### config.mk
export PLATFORM = sky130hd
export DESIGN_NAME = vffpc_host_flat
export DESIGN_NICKNAME = d
export VERILOG_FILES = /design/src/rtl/vffpc_pkg.sv /design/src/rtl/vffpc_if.sv /design/src/rtl/vffpc_host.sv /design/src/flat_wrapper.sv
export VERILOG_INCLUDE_DIRS = /design/src /design/src/rtl
export SDC_FILE = /design/constraint.sdc
export NUM_CORES = 1
export LEC_CHECK = 0
export ABC_AREA = 1
export BUFFER_PORTS_ARGS = -buffer_cell sky130_fd_sc_hd__buf_2
export CORE_ASPECT_RATIO = 0.5
export CORE_UTILIZATION = 40
export DETAILED_ROUTE_END_ITERATION = 8
export PLACE_DENSITY_LB_ADDON = 0.12
export SLEW_MARGIN = 20
export SYNTH_ARGS = -nofsm -noshare
export SYNTH_HDL_FRONTEND = slang
export SYNTH_SLANG_ARGS = --single-unit
### constraint.sdc
create_clock -name i_clk -period 2.5 [get_ports i_clk]
set_clock_uncertainty 0.2 [all_clocks]
set_input_delay 0 -clock i_clk [delete_from_list [all_inputs] [get_ports i_clk]]
set_output_delay 0 -clock i_clk [all_outputs]
set_load 0.01 [all_outputs]
### src/rtl/vffpc_regs.svh
// Constants shared by both ends of the field memory link.
// Functional notes
// - Host keeps store pointer 200 to 262223 ahead.
// - Host keeps pointers equal for one-field delay.
// - Array transfers happen only in 64-word blocks.
// - Old data past clear point may be lost.
// - Store clear flushes register block to array.
// - Store clears at least 82 addresses apart.
// - Pointer wrap to zero acts as clear.
// - Fetch clears at least 82 addresses apart.
// - Fetch gate never raised at address zero.
// - Park fetch pointer by holding fetch clear.
// - Held fetch clear rereads address zero each cycle.
// - Store gate low captures one byte per edge.
// - Released gate freezes pointer, resumes from there.
// - Drive off hides data, pointer still advances.
// - Clear cycle transfers the word at address zero.
`ifndef VFFPC_REGS_SVH
`define VFFPC_REGS_SVH
`define VFFPC_FIELD_WORDS 262224
`define VFFPC_BLOCK_WORDS 64
`define VFFPC_WORD_BITS 8
`define VFFPC_LEAD_MIN 200
`define VFFPC_CLEAR_GAP 82
`define VFFPC_FIFO_DEPTH 16
`define VFFPC_CNT_BITS 9
`endif

### src/rtl/vffpc_pkg.sv
// Types shared by both ends of the field memory link.
package vffpc_pkg;
    typedef logic [7:0] vffpc_byte_t;
    typedef enum logic [1:0]
    {
        VFFPC_IDLE = 2'b00,
        VFFPC_LEAD = 2'b01,
        VFFPC_RUN = 2'b10
    } vffpc_state_e;
endpackage

### src/rtl/vffpc_if.sv
// Pin bundle between the field memory and the video logic that drives it.
`timescale 1ns/1ns
interface vffpc_if;
    import vffpc_pkg::*;
    vffpc_byte_t input_byte;
    logic store_gate_n;
    logic store_pointer_clear_n;
    logic fetch_gate_n;
    logic fetch_pointer_clear_n;
    logic output_drive_n;
    vffpc_byte_t output_byte;
    logic output_byte_oe;

    modport device
    (
        input input_byte,
        input store_gate_n,
        input store_pointer_clear_n,
        input fetch_gate_n,
        input fetch_pointer_clear_n,
        input output_drive_n,
        output output_byte,
        output output_byte_oe
    );

    modport host
    (
        output input_byte,
        output store_gate_n,
        output store_pointer_clear_n,
        output fetch_gate_n,
        output fetch_pointer_clear_n,
        output output_drive_n,
        input output_byte,
        input output_byte_oe
    );
endinterface

### src/rtl/vffpc_host.sv
// Video logic end: input FIFO and the sequencer that drives the field memory.
`timescale 1ns/1ns
`include "vffpc_regs.svh"
module vffpc_fifo #(
    parameter int WIDTH = `VFFPC_WORD_BITS,
    parameter int DEPTH = `VFFPC_FIFO_DEPTH
) (
    // Clock and reset
    input wire logic i_clk,
    input wire logic i_rst,
    // Fill side
    input wire logic i_in_valid,
    input wire logic [WIDTH-1:0] i_in_data,
    output logic o_in_ready,
    // Drain side
    output logic o_out_valid,
    output logic [WIDTH-1:0] o_out_data,
    input wire logic i_out_ready
);
    localparam int PW = $clog2(DEPTH);

    if (DEPTH < 2 || (1 << PW) != DEPTH)
    begin : g_bad_depth
        $error("vffpc_fifo: DEPTH must be a power of two");
    end

    logic [WIDTH-1:0] mem [DEPTH];
    logic [PW:0] wp_reg;
    logic [PW:0] wp_next;
    logic [PW:0] rp_reg;
    logic [PW:0] rp_next;
    logic push;
    logic pop;

    always_comb
    begin
        o_in_ready = (wp_reg[PW] == rp_reg[PW]) || (wp_reg[PW-1:0] != rp_reg[PW-1:0]);
        o_out_valid = wp_reg != rp_reg;
        push = i_in_valid & o_in_ready;
        pop = o_out_valid & i_out_ready;
        wp_next = push ? wp_reg + 1'b1 : wp_reg;
        rp_next = pop ? rp_reg + 1'b1 : rp_reg;
    end

    always_ff @(posedge i_clk)
    begin
        if (i_rst)
        begin
            wp_reg <= '0;
            rp_reg <= '0;
        end
        else
        begin
            wp_reg <= wp_next;
            rp_reg <= rp_next;
        end
    end

    always_ff @(posedge i_clk)
    begin
        if (push)
        begin
            mem[wp_reg[PW-1:0]] <= i_in_data;
        end
    end

    assign o_out_data = mem[rp_reg[PW-1:0]];
endmodule

module vffpc_host (
    // Clock and reset
    input wire logic i_clk,
    input wire logic i_rst,
    // Link to the field memory
    vffpc_if.host port,
    // Incoming video words
    input wire logic i_pix_valid,
    input wire vffpc_pkg::vffpc_byte_t i_pix_data,
    output logic o_pix_ready,
    // Field control
    input wire logic i_field_start,
    input wire logic i_new_mode,
    input wire logic i_park,
    output logic o_start_taken,
    // Outgoing delayed video words
    output logic o_vid_valid,
    output vffpc_pkg::vffpc_byte_t o_vid_data
);
    import vffpc_pkg::*;

    localparam logic [`VFFPC_CNT_BITS-1:0] LEAD = `VFFPC_CNT_BITS'(`VFFPC_LEAD_MIN);
    localparam logic [`VFFPC_CNT_BITS-1:0] GAP = `VFFPC_CNT_BITS'(`VFFPC_CLEAR_GAP);
    localparam logic [`VFFPC_CNT_BITS-1:0] CNT_MAX = '1;

    logic drain_ready;
    logic fifo_valid;
    vffpc_byte_t fifo_data;

    vffpc_fifo #(.WIDTH(`VFFPC_WORD_BITS), .DEPTH(`VFFPC_FIFO_DEPTH)) u_fifo
    (
        .i_clk(i_clk),
        .i_rst(i_rst),
        .i_in_valid(i_pix_valid),
        .i_in_data(i_pix_data),
        .o_in_ready(o_pix_ready),
        .o_out_valid(fifo_valid),
        .o_out_data(fifo_data),
        .i_out_ready(drain_ready)
    );

    vffpc_state_e state_reg;
    vffpc_state_e state_next;
    logic [`VFFPC_CNT_BITS-1:0] cnt_reg;
    logic [`VFFPC_CNT_BITS-1:0] cnt_next;
    logic sgate_reg;
    logic sgate_next;
    logic sclr_reg;
    logic sclr_next;
    logic fgate_reg;
    logic fgate_next;
    logic fclr_reg;
    logic fclr_next;
    vffpc_byte_t sdata_reg;
    vffpc_byte_t sdata_next;
    logic rd_reg;
    logic rd_next;
    logic vvalid_reg;
    logic vvalid_next;
    vffpc_byte_t vdata_reg;
    vffpc_byte_t vdata_next;
    logic taken;

    always_comb
    begin
        // Both pointers step every cycle once running and not parked, so their spacing is fixed.
        taken = i_field_start && (state_reg == VFFPC_IDLE || (state_reg == VFFPC_RUN && cnt_reg >= GAP));
        drain_ready = (state_reg != VFFPC_IDLE) || taken;
        state_next = state_reg;
        cnt_next = (cnt_reg == CNT_MAX) ? cnt_reg : cnt_reg + 1'b1;
        sgate_next = sgate_reg;
        sclr_next = 1'b1;
        fgate_next = fgate_reg;
        fclr_next = 1'b1;
        sdata_next = fifo_valid ? fifo_data : '0;
        if (state_reg == VFFPC_IDLE)
        begin
            cnt_next = '0;
        end
        if (taken)
        begin
            sgate_next = 1'b0;
            sclr_next = 1'b0;
            cnt_next = `VFFPC_CNT_BITS'(1);
            if (i_new_mode)
            begin
                state_next = VFFPC_LEAD;
            end
            else
            begin
                state_next = VFFPC_RUN;
                fgate_next = 1'b0;
                fclr_next = 1'b0;
            end
        end
        else if (state_reg == VFFPC_LEAD && cnt_reg == LEAD)
        begin
            state_next = VFFPC_RUN;
            fgate_next = 1'b0;
            fclr_next = 1'b0;
        end
        else if (state_reg == VFFPC_RUN && i_park)
        begin
            fclr_next = 1'b0;
        end
        rd_next = ~fgate_reg;
        vvalid_next = rd_reg & port.output_byte_oe;
        vdata_next = port.output_byte;
    end

    always_ff @(posedge i_clk)
    begin
        if (i_rst)
        begin
            state_reg <= VFFPC_IDLE;
            cnt_reg <= '0;
            sgate_reg <= 1'b1;
            sclr_reg <= 1'b1;
            fgate_reg <= 1'b1;
            fclr_reg <= 1'b1;
            sdata_reg <= '0;
            rd_reg <= 1'b0;
            vvalid_reg <= 1'b0;
            vdata_reg <= '0;
        end
        else
        begin
            state_reg <= state_next;
            cnt_reg <= cnt_next;
            sgate_reg <= sgate_next;
            sclr_reg <= sclr_next;
            fgate_reg <= fgate_next;
            fclr_reg <= fclr_next;
            sdata_reg <= sdata_next;
            rd_reg <= rd_next;
            vvalid_reg <= vvalid_next;
            vdata_reg <= vdata_next;
        end
    end

    assign port.input_byte = sdata_reg;
    assign port.store_gate_n = sgate_reg;
    assign port.store_pointer_clear_n = sclr_reg;
    assign port.fetch_gate_n = fgate_reg;
    assign port.fetch_pointer_clear_n = fclr_reg;
    assign port.output_drive_n = fgate_reg;
    assign o_start_taken = taken;
    assign o_vid_valid = vvalid_reg;
    assign o_vid_data = vdata_reg;
endmodule

### src/flat_wrapper.sv
// flat-port wrapper written by rule: the top's interface ports become plain ports
module vffpc_host_flat import vffpc_pkg::*;
  (i_clk, i_rst, i_pix_valid, i_pix_data, o_pix_ready, i_field_start, i_new_mode, i_park, o_start_taken, o_vid_valid, o_vid_data, port_input_byte, port_store_gate_n, port_store_pointer_clear_n, port_fetch_gate_n, port_fetch_pointer_clear_n, port_output_drive_n, port_output_byte, port_output_byte_oe);
  vffpc_if port_i ();
  input wire logic i_clk;
  input wire logic i_rst;
  input wire logic i_pix_valid;
  input wire vffpc_pkg::vffpc_byte_t i_pix_data;
  output logic o_pix_ready;
  input wire logic i_field_start;
  input wire logic i_new_mode;
  input wire logic i_park;
  output logic o_start_taken;
  output logic o_vid_valid;
  output vffpc_pkg::vffpc_byte_t o_vid_data;
  output wire logic [$bits(port_i.input_byte)-1:0] port_input_byte;
  output wire logic [$bits(port_i.store_gate_n)-1:0] port_store_gate_n;
  output wire logic [$bits(port_i.store_pointer_clear_n)-1:0] port_store_pointer_clear_n;
  output wire logic [$bits(port_i.fetch_gate_n)-1:0] port_fetch_gate_n;
  output wire logic [$bits(port_i.fetch_pointer_clear_n)-1:0] port_fetch_pointer_clear_n;
  output wire logic [$bits(port_i.output_drive_n)-1:0] port_output_drive_n;
  input wire logic [$bits(port_i.output_byte)-1:0] port_output_byte;
  input wire logic [$bits(port_i.output_byte_oe)-1:0] port_output_byte_oe;
  assign port_input_byte = port_i.input_byte;
  assign port_store_gate_n = port_i.store_gate_n;
  assign port_store_pointer_clear_n = port_i.store_pointer_clear_n;
  assign port_fetch_gate_n = port_i.fetch_gate_n;
  assign port_fetch_pointer_clear_n = port_i.fetch_pointer_clear_n;
  assign port_output_drive_n = port_i.output_drive_n;
  assign port_i.output_byte = port_output_byte;
  assign port_i.output_byte_oe = port_output_byte_oe;
  vffpc_host u_core (.i_clk(i_clk), .i_rst(i_rst), .port(port_i), .i_pix_valid(i_pix_valid), .i_pix_data(i_pix_data), .o_pix_ready(o_pix_ready), .i_field_start(i_field_start), .i_new_mode(i_new_mode), .i_park(i_park), .o_start_taken(o_start_taken), .o_vid_valid(o_vid_valid), .o_vid_data(o_vid_data));
endmodule
==> results of run 1 <==
==> cell type report <==
type / count / area, um^2
fillers: 1606 / 8780
repair buffers: 106 / 781
clock inverters: 14 / 159
inverters: 39 / 146
flip-flops and latches: 171 / 4710
well taps: 234 / 293
multi-input cells: 466 / 2110
clock buffers: 18 / 429
==> where the power goes <==
| part | leakage (nW) | switching (W) | internal, W |
|---|---|---|---|
| sequential | 1.51 | 0.0000468 | 0.00314 |
| clock | 0.288 | 0.00115 | 0.00150 |
| combinational | 1.64 | 0.000852 | 0.000401 |
==> metrics by stage <==
| step | power (W) | cell area (um^2) | hold WS (ns) |
|---|---|---|---|
| final | 0.00709 | 8620 | 0.254 |
| after global routing | 0.00743 | 8620 | 0.280 |
| after CTS | 0.00715 | 8620 | 0.240 |
| after detailed placement | 0.00445 | 7680 | 0.00650 |
| after global placement | 0.00445 | 7680 | -0.00210 |
| after floorplan | 0.00405 | 7120 | -0.101 |
==> cells by family after synthesis <==
family	count (synthesis)	share of synthesized area, %
simple gates	386	22.4
flops	171	66.1
buf+inv	69	4.29
compound gates	60	4.27
xor+xnor	11	1.35
fa+ha+maj	9	1.58
==> worst min-delay path by stage <==
stage,startpoint,end,slack (ns)
floorplan,i_pix_data[0],u_core.u_fifo.mem[0][0]$_DFFE_PP_,-0.10
global placement,port_output_byte[7],u_core.o_vid_data[7]$_SDFF_PP0_,-0.002
detailed placement,port_output_byte[1],u_core.o_vid_data[1]$_SDFF_PP0_,0.007
CTS,i_new_mode,u_core.port.fetch_pointer_clear_n$_SDFF_PP1_,0.24
global route,u_core.port.store_gate_n$_SDFFE_PP1P_,u_core.port.store_gate_n$_SDFFE_PP1P_,0.28
finish,u_core.port.store_gate_n$_SDFFE_PP1P_,u_core.port.store_gate_n$_SDFFE_PP1P_,0.25
==> critical path, stage by stage (launching register included) <==
cell	delay (ns)
sky130_fd_sc_hd__dfxtp_1	0.36
sky130_fd_sc_hd__inv_1	0.11
sky130_fd_sc_hd__ha_1	0.21
sky130_fd_sc_hd__nor2_1	0.08
sky130_fd_sc_hd__nand3_1	0.08
sky130_fd_sc_hd__nand3_1	0.07
sky130_fd_sc_hd__nand2_1	0.09
sky130_fd_sc_hd__nand2_1	0.22
sky130_fd_sc_hd__nand3_1	0.13
sky130_fd_sc_hd__dlygate4sd3_1	0.58
sky130_fd_sc_hd__nand3_1	0.07
==> cells in the final DEF (no fill, tap or decap), types with 2 or more instances in the layout <==
cell                              n
sky130_fd_sc_hd__inv_6            5
sky130_fd_sc_hd__nand2_1        216
sky130_fd_sc_hd__nor3_1           4
sky130_fd_sc_hd__clkbuf_16       17
sky130_fd_sc_hd__ha_1             9
sky130_fd_sc_hd__nand3_2          2
sky130_fd_sc_hd__nand3b_1         4
sky130_fd_sc_hd__or2_1            2
sky130_fd_sc_hd__buf_2           46
sky130_fd_sc_hd__clkinv_2         2
sky130_fd_sc_hd__o21ai_0         40
sky130_fd_sc_hd__dlygate4sd3_1   35
sky130_fd_sc_hd__or2_2            2
sky130_fd_sc_hd__nand3_1         43
sky130_fd_sc_hd__inv_2            5
sky130_fd_sc_hd__bufinv_16        2
sky130_fd_sc_hd__nand2_2          3
sky130_fd_sc_hd__xor2_1           7
sky130_fd_sc_hd__dfxtp_1         42
sky130_fd_sc_hd__buf_4           24
sky130_fd_sc_hd__xnor2_1          4
sky130_fd_sc_hd__clkinv_4         3
sky130_fd_sc_hd__inv_1           33
sky130_fd_sc_hd__edfxtp_1       128
sky130_fd_sc_hd__a21oi_1         19
sky130_fd_sc_hd__nor2_1         103
==> routing by layer <==
layer	GRT usage, %	share of wire (%)
met3	5.25	6.6
met2	30.2	43
met1	28.8	50
met5	0	0
met4	6.13	0.98
==> timing repair <==
| item | 4_1_cts | 5_1_grt |
|---|---|---|
| endpoints found under the hold margin | 155 | 0 |
| gates resized for setup | 0 | 0 |
| setup buffers | 0 | 0 |
| hold buffers | 35 | 0 |
==> impl_summary.md, run 1 <==
GRT
The first global-routing pass estimated 26.8 mm of wire. Across every metal layer, demand over resource in global routing totals 20.2%. The number of global-route vias before repair is 4,731. Entering global routing, the biggest net connects 53 pins. After global routing the overflow that remains totals 0. The initial antenna violation count is 0.

Drt
The routed wire length per instance is 16.7 um. The number of remaining DRC errors is 0. For this block, the initial DRC count from the detailed router was 434. The count of nets left with antenna violations once routing finished came out at 0. The number of iterations in the first detailed-routing pass is 7.

The routed layout has 5,083 vias. In the routed layout, each cell is associated on average with a via count of 4.85. The total wire length after detailed routing is 17.5 mm.

Synth
Synthesis produced a netlist whose cell count is 706. sky130_fd_sc_hd__nand2_1 is the most common cell in the netlist. The number of flops mapped to enable cells by yosys is 128. The post-synthesis cell type with the largest combined area is sky130_fd_sc_hd__edfxtp_1. The fraction of post-synthesis cell area in the top cell type by area is 54.0%. When the netlist entered floorplanning its net count stood at 738. The primary flip-flop cell chosen by synthesis mapping is sky130_fd_sc_hd__edfxtp_1. For this run, the register share of the synthesized area comes to 66.1%.

After synthesis, the share of flip-flops with an asynchronous set or reset is 0%. The average instance in the mapped netlist occupies 10.1 um^2. The count of distinct cell types in the synthesized netlist is 32. The synthesized netlist occupies a cell area of 7120 um^2.

By area the synthesized netlist is led by sky130_fd_sc_hd__edfxtp_1 54%, sky130_fd_sc_hd__dfxtp_1 12%, sky130_fd_sc_hd__nand2_1 11%. After synthesis the netlist holds a flip-flop and latch count of 171. Ranked by instance count, the synthesized netlist is headed by 216 x sky130_fd_sc_hd__nand2_1, 128 x sky130_fd_sc_hd__edfxtp_1, 103 x sky130_fd_sc_hd__nor2_1.

Yosys printed 0 warnings.

Timing
Setup repair after global routing left no endpoint under its margin. The routed design could run at a clock period as short as 2.26 ns. Headroom to the max-slew limit came out at 66.6%. The final number of hold-violating endpoints is 0. The highest achievable clock rate is 442 MHz.

The setup slack after layout is 0.236 ns. The sum of negative setup slack is 0 ns. The actual transition at the worst max-transition pin is 0.499 ns. The final max-slew violation count is 0. The count of endpoints failing setup in the final report is 0. The final worst-path cycle share is 90.6%.

Die
The horizontal extent of the die is 191 um. The floorplan step defined a die boundary enclosing 18,400 um^2. For this design the top-level I/O count stands at 47. The number of placement rows is 34. The die is 96.3 um tall. The total area inside the core boundary comes to 17,400 um^2.

The initial core utilization is 40.9%.

Layout
The repair_antennas step left the layout with diodes totalling 0. The count of cells in the finished layout, fillers not included, comes to 1,048. The number of flip-flops under the largest register name is 128. In the final layout, the share of cells above drive strength 1 is 14.7%. Compared with the post-synthesis result, the final layout area differs by 21.1%. The net count of the finished layout is 833. The final cell utilization of the core is 49.6%.

Clocking
The maximum number of buffers from clock root to sink is 2. The number of buffers created by CTS is 17. Clock-pin slew was measured on the worst setup and hold paths at 0.07 ns. The tree built by TritonCTS fans out to 171 sinks. The buffer cell driving the clock tree root is sky130_fd_sc_hd__clkbuf_16. TritonCTS built the clock tree. The later pin in the worst-skew pair is clocked with a latency of 0.42 ns.

The CTS H-tree depth is 4.

Critical path
STA puts the critical path data required time at 2.65 ns. The endpoint of the lowest-slack register-to-register path is u_core.port.fetch_pointer_clear_n$_SDFF_PP1_. The type of the setup path with the least slack is reg2reg.

In this run the register-to-register setup slack is 0.24 ns. At the worst endpoint, the arrival time is 2.41 ns. The startpoint identified for the worst register-to-register timing path is u_core.cnt_reg[0]$_SDFFE_PP0P_. Of all nets on the critical path, the largest fanout is 6. In this run the worst setup path begins at u_core.cnt_reg[0]$_SDFFE_PP0P_. The cell depth of the worst flop-to-flop path is 10. In this run the worst setup path terminates at u_core.port.fetch_pointer_clear_n$_SDFF_PP1_.

The worst setup path is launched from a flip-flop. The worst setup path is captured at a flip-flop.

Placed design
Port buffering added 46 buffers. Prior to clock tree synthesis, the placed netlist has a worst setup slack of 0.346 ns. The detailed placer's ending HPWL is 11.1 mm.

After detailed placement, the design holds a cell count of 981. Routability-driven placement finished with a final weighted congestion of 0.825.

Flow run
Max-cap violations in this run came to 0.

Min path
The class of the tightest hold or removal check is reg2reg. The worst hold path passes through 2 cells.

Run status
The run finished with clean final reports.

Power
The leakage component of the power is 3.44 nW. In this run the power density over the cells is 822 nW/um^2. IR analysis of the VDD net gives a maximum drop of 0.506 mV.
No activity file was read; power rests on OpenSTA's default activity.
==> run 2, diff against run 1 <==
--- a/config.mk
+++ b/config.mk
@@ -8,7 +8,7 @@
 export LEC_CHECK = 0
 export ABC_AREA = 1
 export BUFFER_PORTS_ARGS = -buffer_cell sky130_fd_sc_hd__buf_2
-export CORE_ASPECT_RATIO = 0.5
+export CORE_ASPECT_RATIO = 0.8
 export CORE_UTILIZATION = 40
 export DETAILED_ROUTE_END_ITERATION = 8
 export PLACE_DENSITY_LB_ADDON = 0.12
==> run 2 against run 1 <==
Combinational power shrank 5%. Flip-flop and latch count unchanged. Count of clock-buffer cells in the layout decreased by 1. Hold slack got worse by 0.0056 ns.
==> impl_summary.md, run 2 (synthesis gave the netlist of run 1 again) <==
Min path
Along the worst hold path, the cell count comes to 2. The class of the tightest hold or removal check is reg2reg. The end point of the worst hold path is u_core.port.store_gate_n$_SDFFE_PP1P_. The start point of the worst hold path is u_core.port.store_gate_n$_SDFFE_PP1P_.

Timing
The final number of hold-violating endpoints came to 0. At the pin with the least slew margin, the transition time is 0.634 ns. Setup violations remaining at the end of the flow were counted as 0.

In the final timing run, aggregate negative setup slack is 0 ns. The final worst-path cycle share is 89.7%. The final max-slew violation count is 0.

The clock period minus worst slack is 2.24 ns. The headroom to the max-slew limit is 57.7%. The highest achievable clock rate is 446 MHz. The setup slack after layout is 0.257 ns.

Setup repair after global routing left no endpoint under its margin.

Placed design
Buffers placed on the I/O ports in this run total 46. The routability congestion estimate from global placement is 0.861. The detailed placer's ending HPWL is 10.7 mm. At the placement stage, the worst setup path has a slack of 0.278 ns.

Summing all placed instances gives a cell area of 7650 um^2.

Die
The die outline area is 18,300 um^2. The die is 121 um tall. Row generation in the floorplan step produced 43 rows. After floorplanning, the core was sized to cover 17,400 um^2. The I/O pin total is 47. For this configuration, the core starts out at a cell density of 41.0%. The horizontal extent of the die is 151 um.

Drt
The routed via count divided by cell count is 4.93. The via total after detailed routing is 5,111. The number of remaining DRC errors is 0. In this run the remaining antenna-violating nets after routing total 0.

Dividing the detail-routed wire length by the instance count gives 16.1 um. In this run, the number of DRC markers left after iteration 0 of detailed routing was 381. The total wire length after detailed routing is 16.7 mm. The pre-antenna-repair detailed-routing pass consisted of 5 iterations.

Clocking
Buffers inserted during clock tree synthesis total 17. The total clock sinks is 171. After clock tree synthesis, the clock-pin slew on the worst setup and hold paths is 0.07 ns.

TritonCTS built the clock tree. The CTS H-tree depth is 4. For the worst-skew pair, the clock arrives at the later sink with an insertion delay of 0.42 ns.

In this run the clock root is driven by a sky130_fd_sc_hd__clkbuf_16. The maximum number of buffers from clock root to sink is 2. Once the clock tree was built, the resizer swapped 0 gates to a different size. Buffers added to address setup during post-CTS repair amount to 0.

GRT
The initial antenna violation count is 0. The first global-routing pass estimated 26.4 mm of wire. The number of global-route vias before repair is 4,968.

The global-route usage over all layers is 19.8%. The total overflow left after global routing is 0. For met2 alone, demand over resource in global routing was 30.0%. The maximum number of pins on one net before global-route repair is 65. Global routing consumed, on the met3 layer, 4.74% of the routing resources. The layer flagged by global routing as most heavily used is met2. The met1 capacity usage during global routing is 27.5%.

Critical path
The critical path goes through inv_2 > nand2_1 > nand2_1 > nor2_2 > nand3_4 > nand2_4 > inv_2 > nand2_1 > nor2_1 > buf_4. The endpoint of the lowest-slack register-to-register path is u_core.u_fifo.mem[2][6]$_DFFE_PP_. The biggest fanout along the worst timing path is 9. The worst register-to-register path begins at u_core.u_fifo.rp_reg[2]$_SDFFE_PP0P_. By startpoint and endpoint, the worst setup path is classified as reg2reg. The delay of the slowest critical-path stage is 0.39 ns. The data arrival time of the critical path is 2.19 ns. The library cell appearing most often on the critical path is sky130_fd_sc_hd__nand2_1.

The slowest cell on the critical path is sky130_fd_sc_hd__dfxtp_1. The worst register-to-register path has a setup slack of 0.26 ns. The startpoint class of the critical path is a flip-flop. The cell depth of the worst flop-to-flop path is 10. STA puts the critical path data required time at 2.44 ns.

The type of element capturing the critical path is a flip-flop.

Run status
The flow ran to the end, and the final reports show no timing, DRC or antenna violations.

Power
The completed layout was analyzed and its total power is 0.00718 W. For this design the static power due to leakage is 3.45 nW. In this run the power density over the cells is 832 nW/um^2. Across the VDD grid, the largest voltage drop is 0.478 mV.

Layout
The number of nets at the end of the flow is 831. The top cell types in the final layout, fill and taps aside, are 216 x sky130_fd_sc_hd__nand2_1, 128 x sky130_fd_sc_hd__edfxtp_1, 103 x sky130_fd_sc_hd__nor2_1. From synthesis to final layout, the design area changed by 21.2%. The library cell used most frequently in the layout, excluding fill and tap cells, is sky130_fd_sc_hd__nand2_1.

The number of flip-flops under the largest register name is 128. The number of antenna diodes in the final layout is 0. The finished cells cover 8630 um^2. In the final layout, the share of cells above drive strength 1 is 14.8%.

Flow run
The max-capacitance violation count is 0.
==> run 2: cell types whose count changed in the layout (fill, tap and decap cells not counted), sizes merged <==
cell / before / now
bufinv: 2 / 4
buf: 71 / 70
clkbuf: 18 / 17
clkinv: 6 / 5
dlygate4sd3: 35 / 34
==> run 2: layout make-up <==
type	count	area, um^2
clock buffer	17	425
tap	225	282
sequential	171	4710
multi-input combinational	466	2110
timing repair buffer	104	751
inverter	39	146
fill	1575	8750
clock inverter	15	210
==> run 2: per-stage QoR <==
step	util, %	hold WS, ns	cells
5_1_grt	49.7	0.268	1037
6_report	49.7	0.248	1037
3_3_place_gp	44.0	0.000163	971
4_1_cts	49.7	0.218	1037
2_1_floorplan	-	-0.101	706
3_5_place_dp	44.0	0.00759	971
==> run 2: how the worst max path moves through the flow <==
stage,startpoint,endpoint,slack (ns),cells past startpoint
2_1_floorplan,u_core.u_fifo.rp_reg[0]$_SDFFE_PP0P_,u_core.u_fifo.mem[0][0]$_DFFE_PP_,0.42,11
3_3_place_gp,u_core.u_fifo.rp_reg[2]$_SDFFE_PP0P_,u_core.u_fifo.mem[2][2]$_DFFE_PP_,0.35,10
3_5_place_dp,u_core.u_fifo.rp_reg[2]$_SDFFE_PP0P_,u_core.u_fifo.mem[2][6]$_DFFE_PP_,0.28,10
4_1_cts,u_core.u_fifo.rp_reg[2]$_SDFFE_PP0P_,u_core.u_fifo.mem[2][6]$_DFFE_PP_,0.26,10
5_1_grt,u_core.u_fifo.rp_reg[2]$_SDFFE_PP0P_,u_core.u_fifo.mem[2][4]$_DFFE_PP_,0.06,10
6_report,u_core.u_fifo.rp_reg[2]$_SDFFE_PP0P_,u_core.u_fifo.mem[2][6]$_DFFE_PP_,0.26,10
==> run 2: timing repair <==
action	CTS	global route
endpoints found under the setup margin	0	0
hold endpoints to repair	163	0
hold buffers	34	0
==> run 2: where the power goes <==
part | internal (W) | switching [W]
clock | 0.00169 | 0.00111
combinational | 0.000387 | 0.000802
sequential | 0.00314 | 0.0000446
total | 0.00522 | 0.00196
==> run 2: worst max-delay path, delay by kind of cell (launching register included) <==
family,cells,cell delay [ns]
simple gates,7,0.85
flops,1,0.39
buf+inv,3,0.52
==> run 2: layer usage <==
layer,vias up,part of all wire (%)
met3,23,5.7
met5,-,0
met4,0,2.0
met2,147,44
li1,2517,-
met1,2424,48
